## config.mk

```make
export PLATFORM = sky130hd
export DESIGN_NAME = pdcr_regs
export DESIGN_NICKNAME = d
export VERILOG_FILES = /design/src/pdcr_pkg.sv /design/src/pdcr_regs.sv
export SDC_FILE = /design/constraint.sdc
export NUM_CORES = 1
export LEC_CHECK = 0
export BUFFER_PORTS_ARGS = -buffer_cell sky130_fd_sc_hd__buf_2
export CORE_UTILIZATION = 25
export CTS_CLUSTER_SIZE = 16
export DETAILED_ROUTE_END_ITERATION = 10
export HOLD_SLACK_MARGIN = 0.03
export SYNTH_ARGS = -nofsm -noshare
export SYNTH_HDL_FRONTEND = slang
export SYNTH_SLANG_ARGS = --single-unit
```

## constraint.sdc

```tcl
create_clock -name i_clk_sys -period 3.3 [get_ports i_clk_sys]
set_input_delay 0.165 -clock i_clk_sys [delete_from_list [all_inputs] [get_ports i_clk_sys]]
set_output_delay 0.165 -clock i_clk_sys [all_outputs]
set_load 0.02 [all_outputs]
```

## src/pdcr_pkg.sv

```systemverilog
package pdcr_pkg;
    // Register addresses
    localparam logic [6:0] ADDR_FB_BYP   = 7'h03;
    localparam logic [6:0] ADDR_MF_MSB   = 7'h08;
    localparam logic [6:0] ADDR_MF_LSB   = 7'h09;
    localparam logic [6:0] ADDR_S1_BYP   = 7'h0a;
    localparam logic [6:0] ADDR_S2_IN    = 7'h0c;
    localparam logic [6:0] ADDR_S1_CP    = 7'h10;
    localparam logic [6:0] ADDR_OSC_OFS  = 7'h11;
    localparam logic [6:0] ADDR_AMP_CP   = 7'h12;
    localparam logic [6:0] ADDR_IFC_LOCK = 7'h1f;
    // Writable bit masks, reserved bits read zero
    localparam logic [7:0] MASK_FB_BYP   = 8'h81;
    localparam logic [7:0] MASK_MF_MSB   = 8'h01;
    localparam logic [7:0] MASK_MF_LSB   = 8'hff;
    localparam logic [7:0] MASK_S1_BYP   = 8'h01;
    localparam logic [7:0] MASK_S2_IN    = 8'hff;
    localparam logic [7:0] MASK_S1_CP    = 8'hdf;
    localparam logic [7:0] MASK_OSC_OFS  = 8'hff;
    localparam logic [7:0] MASK_AMP_CP   = 8'h7f;
    localparam logic [7:0] MASK_IFC_LOCK = 8'hf7;
    // Reset values
    localparam logic [7:0] RST_ZERO      = 8'h00;
    localparam logic [7:0] RST_MF_LSB    = 8'h1e;
    // Field positions
    localparam int DOUBLER_BIT  = 7;
    localparam int SOURCE_BIT   = 6;
    localparam int LMASK_BIT    = 7;
    localparam int SPIMODE_BIT  = 6;
    localparam int STLEVEL_BIT  = 5;
    localparam int SPILEVEL_BIT = 4;
    localparam int S2BYP_BIT    = 0;
    localparam int S1BYP_BIT    = 0;
    localparam int MF_MSB_BIT   = 0;
    // Divider limits
    localparam logic [8:0] MF_MIN        = 9'h008;
    localparam logic [5:0] PF_BYPASS     = 6'h00;
    localparam logic [5:0] PF_UNITY      = 6'h01;
    // Serial frame: 8 command bits then 8 data bits
    localparam logic [2:0] LAST_BIT      = 3'h7;
    localparam logic [2:0] FIRST_BIT     = 3'h0;

    typedef struct packed {
        logic [7:0] fb_byp;
        logic [7:0] mf_msb;
        logic [7:0] mf_lsb;
        logic [7:0] s1_byp;
        logic [7:0] s2_in;
        logic [7:0] s1_cp;
        logic [7:0] osc_ofs;
        logic [7:0] amp_cp;
        logic [7:0] ifc_lock;
    } pdcr_regs_t;

    typedef enum logic [1:0] {
        ST_CMD  = 2'b00,
        ST_DATA = 2'b01,
        ST_DONE = 2'b10
    } pdcr_state_t;
endpackage

```

## src/pdcr_regs.sv

```systemverilog
`timescale 1ns/100ps
// Contract
// - Input divider zero, the reset value, bypasses the divider.
// - Doubler select 0 feeds stage two with divided reference.
// - Doubler select 1 feeds doubled reference; input divider ignored.
// - Source select 0 keeps stage two enabled, feeding channel dividers.
// - Source select 1 disables, bypasses stage two; stage one feeds dividers.
// - Lock mask 0 lets stage one lock loss reach lock pin.
// - SPI mode 0 uses bidirectional data pin, serial out high impedance.
// - SPI mode 1 takes input on data pin, reads on serial out.
// - SPI level select: 0 for 1.8 V, 1 for 3.3 V.
// - Status level select: 0 for 1.8 V, 1 for 3.3 V.
module pdcr_regs (
    input  wire logic       i_clk_sys,
    input  wire logic       i_rst,
    input  wire logic       i_ce,
    input  wire logic       i_sclk,
    input  wire logic       i_chip_select_n,
    input  wire logic       i_serial_data_pin,
    output logic            o_serial_data_pin,
    output logic            o_serial_data_pin_oe,
    output logic            o_serial_out_pin,
    output logic            o_serial_out_pin_oe,
    input  wire logic       i_stage1_lock_loss,
    input  wire logic       i_stage2_lock_loss,
    output logic            o_lock_pin,
    output logic [8:0]      o_stage2_prescale_div,
    output logic            o_prescale_valid,
    output logic [5:0]      o_stage2_input_div,
    output logic            o_input_div_bypass,
    output logic [5:0]      o_ref_div_ratio,
    output logic            o_doubler_select,
    output logic            o_stage2_enable,
    output logic            o_output_source_select,
    output logic            o_stage1_bypass_mux,
    output logic            o_stage2_bypass_bit,
    output logic            o_spi_level_select,
    output logic            o_status_level_select
);

    function automatic pdcr_pkg::pdcr_regs_t reg_write(
        input pdcr_pkg::pdcr_regs_t r, input logic [6:0] a,
        input logic [7:0] d);
        pdcr_pkg::pdcr_regs_t w;
        w = r;
        if (a == pdcr_pkg::ADDR_FB_BYP) begin
            w.fb_byp = d & pdcr_pkg::MASK_FB_BYP;
        end else if (a == pdcr_pkg::ADDR_MF_MSB) begin
            w.mf_msb = d & pdcr_pkg::MASK_MF_MSB;
        end else if (a == pdcr_pkg::ADDR_MF_LSB) begin
            w.mf_lsb = d & pdcr_pkg::MASK_MF_LSB;
        end else if (a == pdcr_pkg::ADDR_S1_BYP) begin
            w.s1_byp = d & pdcr_pkg::MASK_S1_BYP;
        end else if (a == pdcr_pkg::ADDR_S2_IN) begin
            w.s2_in = d & pdcr_pkg::MASK_S2_IN;
        end else if (a == pdcr_pkg::ADDR_S1_CP) begin
            w.s1_cp = d & pdcr_pkg::MASK_S1_CP;
        end else if (a == pdcr_pkg::ADDR_OSC_OFS) begin
            w.osc_ofs = d & pdcr_pkg::MASK_OSC_OFS;
        end else if (a == pdcr_pkg::ADDR_AMP_CP) begin
            w.amp_cp = d & pdcr_pkg::MASK_AMP_CP;
        end else if (a == pdcr_pkg::ADDR_IFC_LOCK) begin
            w.ifc_lock = d & pdcr_pkg::MASK_IFC_LOCK;
        end
        return w;
    endfunction

    function automatic logic [7:0] reg_read(
        input pdcr_pkg::pdcr_regs_t r, input logic [6:0] a);
        logic [7:0] q;
        q = 8'h00;
        if (a == pdcr_pkg::ADDR_FB_BYP) begin
            q = r.fb_byp;
        end else if (a == pdcr_pkg::ADDR_MF_MSB) begin
            q = r.mf_msb;
        end else if (a == pdcr_pkg::ADDR_MF_LSB) begin
            q = r.mf_lsb;
        end else if (a == pdcr_pkg::ADDR_S1_BYP) begin
            q = r.s1_byp;
        end else if (a == pdcr_pkg::ADDR_S2_IN) begin
            q = r.s2_in;
        end else if (a == pdcr_pkg::ADDR_S1_CP) begin
            q = r.s1_cp;
        end else if (a == pdcr_pkg::ADDR_OSC_OFS) begin
            q = r.osc_ofs;
        end else if (a == pdcr_pkg::ADDR_AMP_CP) begin
            q = r.amp_cp;
        end else if (a == pdcr_pkg::ADDR_IFC_LOCK) begin
            q = r.ifc_lock;
        end
        return q;
    endfunction

    pdcr_pkg::pdcr_regs_t  regs_reg, regs_next;
    pdcr_pkg::pdcr_state_t state_reg, state_next;
    logic [2:0] cnt_reg, cnt_next;
    logic [6:0] shift_reg, shift_next;
    logic [6:0] addr_reg, addr_next;
    logic       rd_reg, rd_next;
    logic [7:0] tx_reg, tx_next;
    logic       sclk_prev_reg;
    logic       rise, fall, drive;
    logic [7:0] byte_in;
    logic [8:0] mf;
    logic [5:0] pf;

    assign rise    = i_sclk & ~sclk_prev_reg;
    assign fall    = ~i_sclk & sclk_prev_reg;
    assign byte_in = {shift_reg, i_serial_data_pin};

    // Serial frame: R/W bit, 7-bit address, 8 data bits, MSB first
    always_comb begin
        regs_next  = regs_reg;
        state_next = state_reg;
        cnt_next   = cnt_reg;
        shift_next = shift_reg;
        addr_next  = addr_reg;
        rd_next    = rd_reg;
        tx_next    = tx_reg;
        if (i_chip_select_n) begin
            state_next = pdcr_pkg::ST_CMD;
            cnt_next   = pdcr_pkg::FIRST_BIT;
            rd_next    = 1'b0;
        end else begin
            case (state_reg)
                pdcr_pkg::ST_CMD: begin
                    if (rise) begin
                        shift_next = byte_in[6:0];
                        cnt_next   = cnt_reg + 3'h1;
                        if (cnt_reg == pdcr_pkg::LAST_BIT) begin
                            rd_next    = byte_in[7];
                            addr_next  = byte_in[6:0];
                            tx_next    = reg_read(regs_reg, byte_in[6:0]);
                            state_next = pdcr_pkg::ST_DATA;
                        end
                    end
                end
                pdcr_pkg::ST_DATA: begin
                    if (rise) begin
                        shift_next = byte_in[6:0];
                        cnt_next   = cnt_reg + 3'h1;
                        if (cnt_reg == pdcr_pkg::LAST_BIT) begin
                            if (!rd_reg) begin
                                regs_next = reg_write(regs_reg, addr_reg,
                                                      byte_in);
                            end
                            state_next = pdcr_pkg::ST_DONE;
                        end
                    end else if (fall && cnt_reg != pdcr_pkg::FIRST_BIT) begin
                        tx_next = {tx_reg[6:0], 1'b0};
                    end
                end
                default: begin
                    state_next = pdcr_pkg::ST_DONE;
                end
            endcase
        end
    end

    always_ff @(posedge i_clk_sys) begin
        if (i_rst) begin
            regs_reg        <= '0;
            regs_reg.mf_lsb <= pdcr_pkg::RST_MF_LSB;
            state_reg       <= pdcr_pkg::ST_CMD;
            cnt_reg         <= 3'h0;
            shift_reg       <= 7'h00;
            addr_reg        <= 7'h00;
            rd_reg          <= 1'b0;
            tx_reg          <= 8'h00;
            sclk_prev_reg   <= 1'b0;
        end else if (i_ce) begin
            regs_reg      <= regs_next;
            state_reg     <= state_next;
            cnt_reg       <= cnt_next;
            shift_reg     <= shift_next;
            addr_reg      <= addr_next;
            rd_reg        <= rd_next;
            tx_reg        <= tx_next;
            sclk_prev_reg <= i_sclk;
        end
    end

    // Output stage follows the next register image
    assign mf    = {regs_next.mf_msb[pdcr_pkg::MF_MSB_BIT], regs_next.mf_lsb};
    assign pf    = regs_next.s2_in[5:0];
    assign drive = ~i_chip_select_n && rd_next
                   && state_next == pdcr_pkg::ST_DATA;

    always_ff @(posedge i_clk_sys) begin
        if (i_rst) begin
            o_serial_data_pin      <= 1'b0;
            o_serial_data_pin_oe   <= 1'b0;
            o_serial_out_pin       <= 1'b0;
            o_serial_out_pin_oe    <= 1'b0;
            o_lock_pin             <= 1'b0;
            o_stage2_prescale_div  <= {1'b0, pdcr_pkg::RST_MF_LSB};
            o_prescale_valid       <= 1'b1;
            o_stage2_input_div     <= pdcr_pkg::PF_BYPASS;
            o_input_div_bypass     <= 1'b1;
            o_ref_div_ratio        <= pdcr_pkg::PF_UNITY;
            o_doubler_select       <= 1'b0;
            o_stage2_enable        <= 1'b1;
            o_output_source_select <= 1'b0;
            o_stage1_bypass_mux    <= 1'b0;
            o_stage2_bypass_bit    <= 1'b0;
            o_spi_level_select     <= 1'b0;
            o_status_level_select  <= 1'b0;
        end else if (i_ce) begin
            o_serial_data_pin      <= tx_next[7];
            o_serial_out_pin       <= tx_next[7];
            o_serial_data_pin_oe   <= drive
                && !regs_next.ifc_lock[pdcr_pkg::SPIMODE_BIT];
            o_serial_out_pin_oe    <= drive
                && regs_next.ifc_lock[pdcr_pkg::SPIMODE_BIT];
            o_lock_pin <= !((i_stage1_lock_loss
                && !regs_next.ifc_lock[pdcr_pkg::LMASK_BIT])
                || i_stage2_lock_loss);
            o_stage2_prescale_div  <= mf;
            o_prescale_valid       <= mf >= pdcr_pkg::MF_MIN;
            o_stage2_input_div     <= pf;
            o_input_div_bypass     <= pf == pdcr_pkg::PF_BYPASS;
            if (regs_next.s2_in[pdcr_pkg::DOUBLER_BIT]) begin
                o_ref_div_ratio <= pdcr_pkg::PF_UNITY;
            end else if (pf == pdcr_pkg::PF_BYPASS) begin
                o_ref_div_ratio <= pdcr_pkg::PF_UNITY;
            end else begin
                o_ref_div_ratio <= pf;
            end
            o_doubler_select <= regs_next.s2_in[pdcr_pkg::DOUBLER_BIT];
            o_stage2_enable  <= !regs_next.s2_in[pdcr_pkg::SOURCE_BIT];
            o_output_source_select
                <= regs_next.s2_in[pdcr_pkg::SOURCE_BIT];
            o_stage1_bypass_mux <= regs_next.s1_byp[pdcr_pkg::S1BYP_BIT];
            o_stage2_bypass_bit <= regs_next.fb_byp[pdcr_pkg::S2BYP_BIT];
            o_spi_level_select
                <= regs_next.ifc_lock[pdcr_pkg::SPILEVEL_BIT];
            o_status_level_select
                <= regs_next.ifc_lock[pdcr_pkg::STLEVEL_BIT];
        end
    end
endmodule

```

Word-level counts from Yosys, hierarchy flattened --
Index checks and enable logic that the tools add are counted.
Word-level totals: bits in registers 109
Cells by class: reduce and logical (&&, ||, !) cells 28, eq/ne operators 25, order comparisons 1, mux-type cells 50, add/sub/neg operators 1, bitwise gates (word level) 14
Operators with widths (count):
- $mux 57 | 6
- $mux 8 | 19
- $eq 7x4->1 const B | 8
- $eq 7x5->1 const B | 8
- $mux 56 | 1
- $mux 41 | 1
- $mux 40 | 1
- $mux 32 | 1
- $mux 24 | 1
- $pmux 8 s2 | 1
- $mux 15 | 1
- $reduce_and 15->1 | 1
- $eq 7x2->1 const B | 2
- $reduce_and 14->1 | 1
- $reduce_and 7->1 | 2
- $reduce_and 13->1 | 1
- $mux 6 | 2
- $not 1->1 | 12
- $reduce_and 12->1 | 1
- $mux 2 | 5
- $reduce_and 10->1 | 1
- $ge 9x4->1 const B | 1
- $mux 3 | 3
- $ne 2x2->1 const B | 4
- 18 further kinds | 35

Logic depth before layout (Yosys ltp) --
depth in word-level cells 19, depth in mapped cells 9, gate-level depth less buffers 7

Worst setup path before layout --
No wires, ideal clock.
kind reg2reg, from register cnt_reg[1], to register regs_reg[27] (netlist name), arrival 1.859 ns, cell stages (with the launch flop) 9, slack 1.314 ns, path buffers 1, cell sequence dfxtp_1 > ha_1 > ha_1 > and3b_1 > buf_2 > nand4_4 > nor4_4 > mux2i_1 > nor2_1
On the way: cells in the longest elaborated chain, start to end 2
Ends and longest elaborated chain:
- start: declaration | line pdcr_regs.sv:96 | logic [2:0] cnt_reg, cnt_next;
- start signal: assignment | line pdcr_regs.sv:174 | cnt_reg <= cnt_next;
- $eq 3x3->1 | line pdcr_regs.sv:142 | if (cnt_reg == pdcr_pkg::LAST_BIT) begin
- $reduce_and 12->1 (no source line)
- end signal: assignment | line pdcr_regs.sv:172 | regs_reg <= regs_next;
- end: declaration | line pdcr_regs.sv:94 | pdcr_pkg::pdcr_regs_t regs_reg, regs_next;
Every way passes these cells. A chain may end at the register's enable or synchronous reset.

Worst setup path after layout --
from register shift_reg[2], to register tx_reg[7]
On the way: cells in the longest elaborated chain, start to end 13
Ends and longest elaborated chain:
- start: declaration | line pdcr_regs.sv:97 | logic [6:0] shift_reg, shift_next;
- start signal: assignment | line pdcr_regs.sv:175 | shift_reg <= shift_next;
- $eq 7x5->1 | line pdcr_regs.sv:88 | end else if (a == pdcr_pkg::ADDR_IFC_LOCK) begin
- $mux 8 | line pdcr_regs.sv:88
- $mux 8 | line pdcr_regs.sv:86 | end else if (a == pdcr_pkg::ADDR_AMP_CP) begin
- $mux 8 | line pdcr_regs.sv:84 | end else if (a == pdcr_pkg::ADDR_OSC_OFS) begin
- $mux 8 | line pdcr_regs.sv:82 | end else if (a == pdcr_pkg::ADDR_S1_CP) begin
- $mux 8 | line pdcr_regs.sv:80 | end else if (a == pdcr_pkg::ADDR_S2_IN) begin
- $mux 8 | line pdcr_regs.sv:78 | end else if (a == pdcr_pkg::ADDR_S1_BYP) begin
- $mux 8 | line pdcr_regs.sv:76 | end else if (a == pdcr_pkg::ADDR_MF_LSB) begin
- $mux 8 | line pdcr_regs.sv:74 | end else if (a == pdcr_pkg::ADDR_MF_MSB) begin
- $mux 8 (*) | line pdcr_regs.sv:72 | if (a == pdcr_pkg::ADDR_FB_BYP) begin
- $mux 8 (*) | line pdcr_regs.sv:130 | if (cnt_reg == pdcr_pkg::LAST_BIT) begin
- $mux 8 (*) | line pdcr_regs.sv:127 | if (rise) begin
- $pmux 8 s2 (*) | line pdcr_regs.sv:125 | case (state_reg)
- end signal: assignment | line pdcr_regs.sv:178 | tx_reg <= tx_next;
- end: declaration | line pdcr_regs.sv:100 | logic [7:0] tx_reg, tx_next;
Every way passes the cells marked *; elsewhere a longest branch is shown, timed or not. The select of a mux whose other input is x is not followed.

==> flow_summary.yaml <==
status:
  status: "completed"
global_route:
  grt-busiest-layer: "met2"
  use_met1_pct: 19.92
  antenna_found_initial: 0
  grt_max_degree: 66
  grt_pass1_wl_mm: 20.28
  track_usage_pct: 14.28
  grt_overflow: 0
  use_met3_pct: 3.863
  grt_use_met2_pct: 20.91
  grt_pass1_vias: 3510
sta:
  holdWs_ns: 0.1056
  hold_viol: 0
  fmax_ghz: 0.4284
  worst_pin_slew_ns: 0.8862
  min_period_ns: 2.334
  finalSetupViolCount: 0
  skew_ns: 0.007263
  post-route-period-util_pct: 70.73
  rsz0062_at_grt: "false"
  slew_headroom_pct: 40.84
  maxSlewViolCount: 0
  tns_ns: 0
synth:
  syn-num-nets: 550
  synth_common_cells: "90 x dfxtp_1, 82 x nor2_1, 58 x mux2i_1, 49 x nand2_1, 31 x clkbuf_1"
  ys_seq_elements: 90
  yosysUniqueCellTypes: 63
  syn_inst: 539
  synth.area.top_cells: "dfxtp_1 39%, mux2i_1 13%, nor2_1 6.7%"
  synth_edf_count: 0
  ys.warnings.count: 0
  avgSynthCellArea_um2: 8.536
  yosys.area.top_type: "dfxtp_1"
  synthesis.area_um2: 4601
  yosysSeqAreaShare_pct: 39.16
  async_flop_share_pct: 0
  synth_top_area_share_pct: 39.16
  yosysMostFrequentCell: "dfxtp_1"
  synth-main-ff-cell: "dfxtp_1"
floorplanning:
  die-area_um2: 18950
  coreArea_um2: 18020
  num_rows: 49
  die_y_um: 137.7
  chipWidth_um: 137.7
  pin_count: 43
  start_util_pct: 25.52
worst_setup_path:
  setup.worst_path.start_class: "register"
  rr_startpoint: "shift_reg[2]$_SDFFE_PP0P_"
  reg2reg_slack_ns: 0.97
  critPathKind: "reg2reg"
  crit_path_cell_trace: "buf_4, or3b_1, nor3_2, a311o_1, o2111ai_1, a311oi_1"
  cp.required_ns: 3.56
  reg2reg_to: "tx_reg[7]$_SDFFE_PP0P_"
  cp.arrival_ns: 2.59
  path_max_fanout: 13
  slowest_stage: "dfxtp_1"
  ff2ff_path_depth: 6
  critical_path.max_stage_delay_ns: 0.51
  setup.worst_path.end_class: "register"
clock_network:
  clock-sinks: 90
  clk_pin_slew_worst_paths_ns: 0.07
  ctsResizeCount: 0
  clock_latency_ns: 0.35
  cts_setup_buffers: 0
  cts_tree: "done"
  cts_hold_buffers: 0
  cts.htree.levels: 3
  clockRootBuffer: "clkbuf_16"
  cts_buffers: 9
  cts_max_path_buffers: 2
cells_and_area:
  ff_latch_area_um2: 1802
  multi_input_area_um2: 2482
  nFillCells: 1985
  layout.nets: 556
  largest_register_ff_count: 48
  drive_above_1_share_pct: 15.27
  final_cells: 779
  postLayoutCellArea_um2: 5167
  area_growth_pct: 12.32
  diodes: 0
power_and_ir_drop:
  power_density_nw_per_um2: 418.1
  irDropWorstVdd_uv: 300.3
  p_leak_nw: 1.980
worst_hold_path:
  hold_start: "i_stage2_lock_loss"
  hold_class: "in2reg"
  holdPathStages: 3
  min_to: "o_lock_pin$_SDFFE_PP0P_"
place:
  gp_congestion: 0.8611
  placed_cells: 763
  dpl-instance-area_um2: 4886
  io_buffers: 42
  post-dp-hpwl_mm: 9.027
detailed_routing:
  ant_nets: 0
  drt_iter0_markers: 303
  wire_per_inst_um: 16.58
  routed_wl_mm: 12.92
  drcViolationCount: 0
  vias: 3922
  viasPerCell: 5.035
  first_pass_iters: 5
job:
  cap_violations: 0
## final cells by class
cell class,instances,share of cell area (%)
multi-input cells,384,48.04
clock buffers,10,4.625
inverters,8,0.5811
clock inverters,6,0.8232
repair buffers,52,5.521
well taps,229,5.545
flip-flops and latches,90,34.87
## report_power, final
| part | internal, W | switching (W) | total, W | leakage (nW) |
|---|---|---|---|---|
| logic | 0.0000240 | 0.0000657 | 0.0000897 | 1.12 |
| clock network | 0.000531 | 0.000443 | 0.000974 | 0.134 |
| registers | 0.00109 | 0.00000628 | 0.00110 | 0.726 |
## worst max-delay path, delay by kind of cell, from the launching register on
kind                   cells  cell delay, ns
buffers and inverters      1            0.28
AO/OA/AOI/OAI              3            0.70
AND/OR/NAND/NOR            2            0.75
flip-flops                 1            0.51
## per-stage QoR
stage	util [%]	setup WS [ns]	total power [W]
floorplan	-	1.314	0.001179
detailed placement	27.11	1.007	0.001211
global route	28.67	0.7524	0.002237
finish	28.67	0.9660	0.002160
CTS	28.67	0.9866	0.002180
global placement	27.11	1.010	0.001211
## cell families after synthesis
logic type	after synthesis	synth area share, %
and+or+nand+nor	232	26.41
adders and majority gates	3	0.8160
muxes	61	13.35
AOI/OAI and AO/OA	88	13.38
buffers and inverters	65	6.881
DFF	90	39.16
## layout by cell type, fill, tap and decap left out, types with 10 or more instances in the layout
| master | instances |
|---|---|
| nor3_1 | 16 |
| nor2_1 | 82 |
| buf_4 | 10 |
| mux2i_1 | 58 |
| dfxtp_1 | 90 |
| nand2_1 | 49 |
| a21oi_1 | 18 |
| nand2b_1 | 12 |
| o21ai_0 | 14 |
| nand3_1 | 22 |
| buf_2 | 42 |
## metal layers
metal | routed length [µm] | share of wire [%]
met2 | 5637 | 44
met1 | 6333 | 49
met3 | 694 | 5.4
met5 | 0 | 0
met4 | 249 | 1.9
## worst max-delay path by stage
stage	startpoint	endpoint	slack [ns]	cells after the start
after floorplan	cnt_reg[1]$_SDFFE_PP0P_	regs_reg[27]$_SDFFE_PP0P_	1.31	8
after global placement	shift_reg[2]$_SDFFE_PP0P_	tx_reg[7]$_SDFFE_PP0P_	1.01	6
after detailed placement	cnt_reg[1]$_SDFFE_PP0P_	regs_reg[30]$_SDFFE_PP0P_	1.01	7
after CTS	shift_reg[2]$_SDFFE_PP0P_	tx_reg[7]$_SDFFE_PP0P_	0.99	6
after global routing	shift_reg[2]$_SDFFE_PP0P_	tx_reg[7]$_SDFFE_PP0P_	0.75	6
final	shift_reg[2]$_SDFFE_PP0P_	tx_reg[7]$_SDFFE_PP0P_	0.97	6
Power figures use the tool's default switching activity.
